File: config.mk
export PLATFORM = sky130hd
export DESIGN_NAME = remote_contact_control
export DESIGN_NICKNAME = d
export VERILOG_FILES = /design/src/include/remote_contact_pkg.sv /design/src/design/contact_qualifier.sv /design/src/design/remote_contact_control.sv
export SDC_FILE = /design/constraint.sdc
export NUM_CORES = 1
export LEC_CHECK = 0
export BUFFER_PORTS_ARGS = -buffer_cell sky130_fd_sc_hd__buf_4
export CELL_PAD_IN_SITES_DETAIL_PLACEMENT = 1
export CELL_PAD_IN_SITES_GLOBAL_PLACEMENT = 2
export CORE_ASPECT_RATIO = 1.4
export CORE_UTILIZATION = 41
export CTS_BUF_LIST = sky130_fd_sc_hd__clkbuf_8
export DETAILED_ROUTE_END_ITERATION = 8
export GPL_ROUTABILITY_DRIVEN = 0
export PLACE_DENSITY = 0.94
export SYNTH_ARGS = -nofsm -noshare
export SYNTH_HDL_FRONTEND = slang
export SYNTH_HIERARCHICAL = 1
export SYNTH_SLANG_ARGS = --single-unit
File: constraint.sdc
create_clock -name mclk -period 5.56 [get_ports mclk]
set_clock_uncertainty 0.1 [all_clocks]
set_input_delay 0.834 -clock mclk [delete_from_list [all_inputs] [get_ports mclk]]
set_output_delay 0.834 -clock mclk [all_outputs]
set_load 0.03 [all_outputs]
File: src/include/remote_contact_pkg.sv
// Package: constants, types and register map of the remote contact block
package remote_contact_pkg;

    localparam int unsigned CLK_HZ        = 20_000_000;
    localparam int unsigned QUAL_MS       = 50;
    // Least time rounds down to whole cycles, at least one
    localparam int unsigned QUAL_CYCLES   =
        (CLK_HZ / 1000 * QUAL_MS + 0) == 0 ? 1 : CLK_HZ / 1000 * QUAL_MS;
    localparam int unsigned MUTE_MS       = 1000;
    localparam int unsigned MUTE_CYCLES   = CLK_HZ / 1000 * MUTE_MS;
    localparam int unsigned WDOG_MS       = 1000;
    localparam int unsigned WDOG_CYCLES   = CLK_HZ / 1000 * WDOG_MS;
    localparam int unsigned RESET_PULSE   = 16;

    localparam int unsigned NUM_INPUTS    = 8;
    localparam int unsigned NUM_TALLY     = 2;

    // Register byte offsets
    localparam logic [7:0] OFF_ACTMAP     = 8'h00;
    localparam logic [7:0] OFF_PRESET     = 8'h04;
    localparam logic [7:0] OFF_TALLYCFG   = 8'h08;
    localparam logic [7:0] OFF_COMMAND    = 8'h0c;
    localparam logic [7:0] OFF_STATE      = 8'h10;
    localparam logic [7:0] OFF_IRQSTAT    = 8'h14;
    localparam logic [7:0] OFF_IRQCLR     = 8'h18;
    localparam logic [7:0] OFF_IRQEN      = 8'h1c;
    localparam logic [7:0] OFF_WDOG       = 8'h20;
    localparam logic [7:0] OFF_RELOAD     = 8'h24;
    localparam logic [7:0] OFF_INPUTS     = 8'h28;

    localparam logic [31:0] ACTMAP_RST    = 32'h00000000;
    localparam logic [31:0] PRESET_RST    = 32'h00000000;
    localparam logic [5:0]  TALLYCFG_RST  = 6'h00;
    localparam logic [15:0] WDOG_KEY      = 16'h5a5a;

    // Field widths and positions
    localparam int unsigned TALLY_FIELD_W = 3;
    localparam int unsigned CMD_SRC_POS   = 8;
    localparam int unsigned ACT_PARAM_POS = 4;

    // Interrupt status bits
    localparam int unsigned IRQ_REMOTE    = 0;
    localparam int unsigned IRQ_WDOG      = 1;
    localparam int unsigned IRQ_MUTEDONE  = 2;
    localparam int unsigned IRQ_W         = 3;

    typedef enum logic [2:0] {
        ACT_USER_PRESET,
        ACT_FACTORY_PRESET,
        ACT_BYPASS,
        ACT_TEST_TONE,
        ACT_STEREO,
        ACT_MONO,
        ACT_ANALOG_IN,
        ACT_DIGITAL_IN
    } action_t;

    typedef enum logic [1:0] {
        SRC_PANEL,
        SRC_REMOTE,
        SRC_SERIAL
    } source_t;

    typedef enum logic [2:0] {
        TALLY_ANALOG_SEL,
        TALLY_DIGITAL_SEL,
        TALLY_ANALOG_SILENT,
        TALLY_DIGITAL_SILENT,
        TALLY_DIGITAL_ERROR
    } tally_t;

    // Most recent control operation, whatever its source
    typedef struct packed {
        source_t    src;
        action_t    act;
        logic [3:0] param;
    } command_t;

    // Audio conditions that feed the tallies
    typedef struct packed {
        logic analogSilent;
        logic digitalSilent;
        logic digitalError;
    } audio_status_t;

endpackage
File: src/design/contact_qualifier.sv
// One remote input: two-stage synchroniser and hold-time qualifier
`timescale 1ns/1ps
module contact_qualifier
    import remote_contact_pkg::*;
(
    input  wire logic mclk,
    input  wire logic resetn,
    input  wire logic rawIn,
    output logic      pulse,
    output logic      level
);

    localparam int unsigned CW = $clog2(QUAL_CYCLES + 1);

    logic          syncA_ff;
    logic          syncB_ff;
    logic [CW-1:0] count_ff;
    logic          held_ff;
    logic          pulse_ff;
    logic          full;
    logic [CW-1:0] nxt_count;

    assign full = (count_ff == CW'(QUAL_CYCLES - 1));
    // Any drop restarts the hold timer
    assign nxt_count = !syncB_ff ? '0 :
                       (held_ff ? count_ff : count_ff + 1'b1);

    always_ff @(posedge mclk) begin
        if (!resetn) begin
            syncA_ff <= 1'b0;
            syncB_ff <= 1'b0;
            count_ff <= '0;
            held_ff  <= 1'b0;
            pulse_ff <= 1'b0;
        end else begin
            syncA_ff <= rawIn;
            syncB_ff <= syncA_ff;
            count_ff <= nxt_count;
            held_ff  <= syncB_ff && (held_ff || full);
            // One event per activation, even if held on
            pulse_ff <= syncB_ff && full && !held_ff;
        end
    end

    assign pulse = pulse_ff;
    assign level = held_ff;

endmodule

File: src/design/remote_contact_control.sv
// Remote contact inputs, tallies, watchdog and reload mute with APB registers
//
// Local design decisions: the APB slave port and the register addresses.
`timescale 1ns/1ps
module remote_contact_control
    import remote_contact_pkg::*;
#(
    parameter int unsigned WDOG_LIMIT = WDOG_CYCLES,
    parameter int unsigned MUTE_LIMIT = MUTE_CYCLES
) (
    input  wire logic          mclk,
    input  wire logic          resetn,
    input  wire logic          psel,
    input  wire logic          penable,
    input  wire logic          pwrite,
    input  wire logic [7:0]    paddr,
    input  wire logic [31:0]   pwdata,
    output logic      [31:0]   prdata,
    output logic               pready,
    output logic               pslverr,
    input  wire logic [7:0]    remoteContactInput,
    input  wire logic          panelValid,
    input  wire command_t      panelCmd,
    input  wire logic          serialValid,
    input  wire command_t      serialCmd,
    input  wire logic          reloadDone,
    input  wire audio_status_t audioStatus,
    output command_t           activeCmd,
    output logic               cmdStrobe,
    output logic               analogSelect,
    output logic [1:0]         tallyOut,
    output logic               tallyOe,
    output logic               cpuResetn,
    output logic               reloadReq,
    output logic               audioMute,
    output logic               irq
);

    ////////////////////////////////////////////////////////////////////////
    // Input qualification

    logic [7:0] qualPulse;
    logic [7:0] qualLevel;

    for (genvar i = 0; i < NUM_INPUTS; i++) begin : g_in
        contact_qualifier u_qual (
            .mclk   (mclk),
            .resetn (resetn),
            .rawIn  (remoteContactInput[i]),
            .pulse  (qualPulse[i]),
            .level  (qualLevel[i])
        );
    end

    ////////////////////////////////////////////////////////////////////////
    // Registers

    logic [31:0]        actMap_ff;
    logic [31:0]        preset_ff;
    logic [5:0]         tallyCfg_ff;
    logic [IRQ_W-1:0]   irqStat_ff;
    logic [IRQ_W-1:0]   irqEn_ff;
    logic [31:0]        prdata_ff;
    logic               pready_ff;
    logic               pslverr_ff;

    logic               access;
    logic               wrEn;
    logic               rdEn;
    logic               mapped;
    logic               wrActMap;
    logic               wrPreset;
    logic               wrTally;
    logic               wrCmd;
    logic               wrClr;
    logic               wrEn_irq;
    logic               wrWdog;
    logic [31:0]        rdMux;

    // One-wait slave: answer in the access cycle's following edge
    assign access   = psel && penable && !pready_ff;
    assign wrEn     = access && pwrite;
    assign rdEn     = access && !pwrite;
    assign mapped   = (paddr[1:0] == 2'b00) && (paddr <= OFF_INPUTS);
    assign wrActMap = wrEn && paddr == OFF_ACTMAP;
    assign wrPreset = wrEn && paddr == OFF_PRESET;
    assign wrTally  = wrEn && paddr == OFF_TALLYCFG;
    assign wrCmd    = wrEn && paddr == OFF_COMMAND;
    assign wrClr    = wrEn && paddr == OFF_IRQCLR;
    assign wrEn_irq = wrEn && paddr == OFF_IRQEN;
    assign wrWdog   = wrEn && paddr == OFF_WDOG
                      && pwdata[15:0] == WDOG_KEY;

    ////////////////////////////////////////////////////////////////////////
    // Command arbitration

    function automatic action_t mapAction(input logic [31:0] map,
                                          input logic [2:0]  idx);
        return action_t'(map[{idx, 2'b00} +: 3]);
    endfunction

    function automatic logic [2:0] lowestSet(input logic [7:0] v);
        logic [2:0] r;
        r = 3'h0;
        for (int k = NUM_INPUTS - 1; k >= 0; k--) begin
            if (v[k]) begin
                r = 3'(k);
            end
        end
        return r;
    endfunction

    logic       remoteHit;
    logic [2:0] remoteIdx;
    command_t   remoteCmd;
    logic       swCmdHit;
    command_t   swCmd;
    command_t   nxt_cmd;
    logic       anyCmd;
    command_t   cmd_ff;
    logic       strobe_ff;
    logic       analog_ff;

    assign remoteHit = |qualPulse;
    assign remoteIdx = lowestSet(qualPulse);
    assign remoteCmd = '{src:   SRC_REMOTE,
                         act:   mapAction(actMap_ff, remoteIdx),
                         param: preset_ff[{remoteIdx, 2'b00} +: 4]};
    assign swCmdHit  = wrCmd;
    assign swCmd     = command_t'(pwdata[8:0]);

    // Same-cycle ties resolve to one fixed order; otherwise later wins
    assign anyCmd  = remoteHit || serialValid || panelValid || swCmdHit;
    assign nxt_cmd = remoteHit   ? remoteCmd :
                     serialValid ? serialCmd :
                     panelValid  ? panelCmd  :
                     swCmdHit    ? swCmd     : cmd_ff;

    always_ff @(posedge mclk) begin
        if (!resetn) begin
            cmd_ff    <= '{src: SRC_PANEL, act: ACT_ANALOG_IN, param: 4'h0};
            strobe_ff <= 1'b0;
            analog_ff <= 1'b1;
        end else begin
            cmd_ff    <= nxt_cmd;
            strobe_ff <= anyCmd;
            if (anyCmd && nxt_cmd.act == ACT_ANALOG_IN) begin
                analog_ff <= 1'b1;
            end else if (anyCmd && nxt_cmd.act == ACT_DIGITAL_IN) begin
                analog_ff <= 1'b0;
            end
        end
    end

    ////////////////////////////////////////////////////////////////////////
    // Tallies

    function automatic logic tallyPick(input logic [2:0]    sel,
                                       input logic          ana,
                                       input audio_status_t st);
        case (tally_t'(sel))
            TALLY_ANALOG_SEL:     return ana;
            TALLY_DIGITAL_SEL:    return !ana;
            TALLY_ANALOG_SILENT:  return st.analogSilent;
            TALLY_DIGITAL_SILENT: return st.digitalSilent;
            TALLY_DIGITAL_ERROR:  return st.digitalError;
            default:              return 1'b0;
        endcase
    endfunction

    logic [1:0] tally_ff;
    logic [1:0] nxt_tally;

    assign nxt_tally[0] = tallyPick(tallyCfg_ff[2:0], analog_ff,
                                    audioStatus);
    assign nxt_tally[1] = tallyPick(tallyCfg_ff[5:3], analog_ff,
                                    audioStatus);

    always_ff @(posedge mclk) begin
        if (!resetn) begin
            tally_ff <= 2'b00;
        end else begin
            tally_ff <= nxt_tally;
        end
    end

    ////////////////////////////////////////////////////////////////////////
    // Watchdog, reboot and reload mute

    typedef enum logic [1:0] {
        ST_RUN,
        ST_REBOOT,
        ST_RELOAD
    } sys_state_t;

    sys_state_t  state_ff;
    sys_state_t  nxt_state;
    logic [31:0] wdog_ff;
    logic [31:0] timer_ff;
    logic [31:0] nxt_timer;
    logic        wdogExpire;
    logic        muteEnd;

    assign wdogExpire = (state_ff == ST_RUN) &&
                        (wdog_ff == WDOG_LIMIT - 1);
    // Mute ends on done, or after the nominal second as a backstop
    assign muteEnd    = (state_ff == ST_RELOAD) &&
                        (reloadDone || timer_ff == MUTE_LIMIT - 1);

    always_comb begin
        nxt_state = state_ff;
        nxt_timer = timer_ff + 32'h1;
        case (state_ff)
            ST_RUN: begin
                if (wdogExpire) begin
                    nxt_state = ST_REBOOT;
                    nxt_timer = 32'h0;
                end
            end
            // Audio still runs here; mute waits for the reload itself
            ST_REBOOT: begin
                if (timer_ff == RESET_PULSE - 1) begin
                    nxt_state = ST_RELOAD;
                    nxt_timer = 32'h0;
                end
            end
            ST_RELOAD: begin
                if (muteEnd) begin
                    nxt_state = ST_RUN;
                end
            end
            default: begin
                nxt_state = ST_RUN;
            end
        endcase
    end

    always_ff @(posedge mclk) begin
        if (!resetn) begin
            state_ff <= ST_RUN;
            timer_ff <= 32'h0;
            wdog_ff  <= 32'h0;
        end else begin
            state_ff <= nxt_state;
            timer_ff <= nxt_timer;
            wdog_ff  <= (wrWdog || state_ff != ST_RUN) ? 32'h0
                        : wdog_ff + 32'h1;
        end
    end

    logic cpuResetn_ff;
    logic reload_ff;
    logic mute_ff;

    always_ff @(posedge mclk) begin
        if (!resetn) begin
            cpuResetn_ff <= 1'b1;
            reload_ff    <= 1'b0;
            mute_ff      <= 1'b0;
        end else begin
            cpuResetn_ff <= nxt_state != ST_REBOOT;
            reload_ff    <= nxt_state == ST_RELOAD;
            mute_ff      <= nxt_state == ST_RELOAD;
        end
    end

    ////////////////////////////////////////////////////////////////////////
    // Register file and interrupts

    logic [IRQ_W-1:0] events;

    assign events = {muteEnd, wdogExpire, remoteHit};

    assign rdMux =
        paddr == OFF_ACTMAP   ? actMap_ff :
        paddr == OFF_PRESET   ? preset_ff :
        paddr == OFF_TALLYCFG ? {26'h0, tallyCfg_ff} :
        paddr == OFF_COMMAND  ? {23'h0, cmd_ff} :
        paddr == OFF_STATE    ? {26'h0, tally_ff, mute_ff, analog_ff,
                                 2'(state_ff)} :
        paddr == OFF_IRQSTAT  ? {29'h0, irqStat_ff} :
        paddr == OFF_IRQEN    ? {29'h0, irqEn_ff} :
        paddr == OFF_INPUTS   ? {24'h0, qualLevel} : 32'h0;

    always_ff @(posedge mclk) begin
        if (!resetn) begin
            actMap_ff   <= ACTMAP_RST;
            preset_ff   <= PRESET_RST;
            tallyCfg_ff <= TALLYCFG_RST;
            irqEn_ff    <= '0;
            irqStat_ff  <= '0;
            prdata_ff   <= 32'h0;
            pready_ff   <= 1'b0;
            pslverr_ff  <= 1'b0;
        end else begin
            if (wrActMap) begin
                actMap_ff <= pwdata;
            end
            if (wrPreset) begin
                preset_ff <= pwdata;
            end
            if (wrTally) begin
                tallyCfg_ff <= pwdata[5:0];
            end
            if (wrEn_irq) begin
                irqEn_ff <= pwdata[IRQ_W-1:0];
            end
            // Set wins over a clear in the same cycle
            irqStat_ff <= (irqStat_ff & ~(wrClr ? pwdata[IRQ_W-1:0] : '0))
                          | events;
            pready_ff  <= access;
            pslverr_ff <= access && !mapped;
            prdata_ff  <= rdEn ? rdMux : 32'h0;
        end
    end

    logic irq_ff;

    always_ff @(posedge mclk) begin
        if (!resetn) begin
            irq_ff <= 1'b0;
        end else begin
            irq_ff <= |(irqStat_ff & irqEn_ff);
        end
    end

    assign prdata       = prdata_ff;
    assign pready       = pready_ff;
    assign pslverr      = pslverr_ff;
    assign activeCmd    = cmd_ff;
    assign cmdStrobe    = strobe_ff;
    assign analogSelect = analog_ff;
    assign tallyOut     = tally_ff;
    assign tallyOe      = 1'b1;
    assign cpuResetn    = cpuResetn_ff;
    assign reloadReq    = reload_ff;
    assign audioMute    = mute_ff;
    assign irq          = irq_ff;

endmodule

==> flow_summary.toml <==
[clock_tree]
cts.clk_slew.worst_paths_ps = 70
clockRootBuffer = "clkbuf_8"
cts.repair.resized = 0
h-tree-depth = 2
cts_post_setup_buffers_inserted = 0
cts_tree = "built"
cts-buffers-inserted = 61
cts_max_path_buffers = 3
cts_sinks = 384
hold_buffers = 0
insertion_delay_ps = 640

[worst_setup_path]
critPathKind = "flop to flop"
crit_path_start = "g_in[3].u_qual/pulse"
critPathBufInv = 1
worstPathCellList = "inv_1 -> a221oi_2 -> o21ai_4 -> mux4_2 -> a211oi_2 -> or4_4 -> mux2i_1"
crit_family = "compound AO/OA/AOI/OAI gates"
crit_path_end_kind = "flop"
cp.required_ps = 5980
worstPathArrival_ps = 3610
slowest_delay_ps = 720
start_kind = "flop"
reg2reg_from = "g_in[3].u_qual/pulse"
cp_slowest_cell = "a221oi_2"
cp_max_fo = 19

[sta]
clock.fmax_ghz = 0.313
period_share_pct = 57.5
hold_viol_final = 0
maxSlewViolCount = 0
max_slew.worst_pin.slew_ps = 1290
timing.hold.ws_ps = 315
setup_viol = 0
relSlewSlack_pct = 14.0
rsz0062_at_grt = "no"
fin_setup_tns_ps = 0
min_period_ps = 3200

[synthesis]
yosys.area.top_type = "dfxtp_1"
yosys_register_bits = 384
synthArstFlopShare_pct = 0
yosysSeqAreaShare_pct = 44.5
yosys-top-cells-area = "dfxtp_1, nor2_1, nand2_1"
synth_area_per_cell_um2 = 8.57
syn_inst = 2016
yosys_warnings = 6
netlist_area_um2 = 17300
synthesis.nets = 2103
synth_cell_types = 64
synth_ff_type = "dfxtp_1"
yosysMostFrequentCell = "dfxtp_1"
ys_top_cells_by_count = "dfxtp_1, nor2_1, nand2_1"
synth_top_area_share_pct = 44.5
synth_edf_count = 0

[die]
core-area_um2 = 41400
die_h_um = 245
initial_core_util_pct = 41.7
fp-row-count = 88
ios = 129
die_x_um = 175
die_area_um2 = 43000

[place]
dp_hpwl_um = 36400
numPortBuffers = 127

[finish]
syn_to_final_growth_pct = 15.3
seq_area_um2 = 7690
multi_input_area_um2 = 9040
fillers = 4996
drive_above_1_share_pct = 12.7
nets = 2213

[pwr]
peakVddDrop_v = 0.000174
p_leak_nw = 7.03
power_w = 0.00556
p_per_area_nw_per_um2 = 279

[drt]
routedWlPerCell_um = 18.6
viasPerCell = 5.56
remaining_drc_errors = 0
first_pass_iters = 5
routed_wl_um = 50500
first_iter_violations = 715
vias = 15100
final_antenna_net_count = 0

[global_routing]
overflow = 0
grt_start_max_net_pins = 76
grt_util_all_layers_pct = 23.4
first_global_vias = 15700
antenna_found_initial = 3
grt_pass1_wl_um = 81200

[min_path]
hold_class = "input port to flop"
hp-start = "remoteContactInput[3]"

[status]
status = "finished, final reports clean"

[run]
cap_violations = 0
[final cells by class]
class | count | share of cell area, %
Tap cell | 540 | 3.39
Timing Repair Buffer | 134 | 5.11
Multi-Input combinational cell | 1498 | 45.4
Clock buffer | 75 | 5.18
Inverter | 47 | 0.886
Sequential cell | 384 | 38.6
Antenna cell | 3 | 0.0377
Clock inverter | 39 | 1.39
[worst reg2reg max path: cells and delay by family, from the launching register on]
kind                   cells  cell delay [ps]
AOI/OAI and AO/OA          3             1160
buffers and inverters      1              100
DFF                        1              550
muxes                      2              630
and+or+nand+nor            1              540
[worst paths after layout]
check	end	slack, ps	cells past startpoint
worst max-delay path	analogSelect	2360	7
worst min-delay path	g_in[3].u_qual/syncA_ff	320	2
worst max register to register	analogSelect	2360	7
worst min register to register	g_in[1].u_qual/syncB_ff	330	1
[metrics by stage]
step                      setup slack, ps  std cells  util, %  instance area, um^2
after floorplan                      2740       2016        -                17300
after detailed placement             1690       2603     44.9                18600
final                                2360       2720     48.1                19900
after global placement               1890       2603     44.9                18600
after global routing                 2250       2720     48.1                19900
after CTS                            2370       2717     48.1                19900
[report_power, final]
group / total [W] / switching [W] / internal [W]
sequential: 0.00279 / 0.0000194 / 0.00277
clock: 0.00257 / 0.00117 / 0.00141
combinational: 0.000197 / 0.000115 / 0.0000815
total: 0.00556 / 0.00130 / 0.00426
[sequential cells by signal (all words and copies together), names as in the netlist, 2 cells and up]
signal / flops
g_in.u_qual/pulse: 8
activeCmd: 9
state_ff: 2
irqEn_ff: 3
tallyCfg_ff: 6
timer_ff: 32
wdog_ff: 32
tallyOut: 2
actMap_ff: 32
g_in.u_qual/syncB_ff: 8
prdata: 32
g_in.u_qual/count_ff: 160
g_in.u_qual/syncA_ff: 8
preset_ff: 32
g_in.u_qual/level: 8
irqStat_ff: 3
[layout by cell type, fill, tap and decap left out, types with 19 or more instances in the layout]
master,Yosys,routed
dfxtp_1,384,384
clkbuf_8,0,75
and4_1,19,19
nor4_1,42,41
nand4_1,39,39
buf_4,10,133
or3_1,54,54
nand3_1,97,97
nor3_1,47,46
nor2_1,258,258
nor2b_1,27,27
a21oi_1,85,85
mux2i_1,45,45
and3_1,27,27
a21boi_0,63,63
inv_1,47,65
o21ai_0,64,64
nand2_1,240,240
nor4b_1,30,30
xnor2_1,101,101
a22oi_1,38,38
and2_1,33,33
xor2_1,53,53
[kinds of logic (layout without fill, tap and decap cells)]
family,after synthesis,after routing,synth area share [%]
simple gates,977,977,29.2
other cells,1,4,0.0217
buf+inv,134,295,3.27
xor+xnor,154,154,7.81
compound gates,303,303,11.3
mux,53,53,3.22
fa+ha+maj,10,10,0.724
flops,384,384,44.5
[layer usage]
metal	GRT usage [%]	routed length, um	up-vias
li1	-	-	7252
met1	25.5	20200	7411
met2	43.6	26100	340
met3	3.27	1980	119
met4	12.0	2190	0
met5	0	0	-
Note: power is estimated with default switching activity, not from simulation.
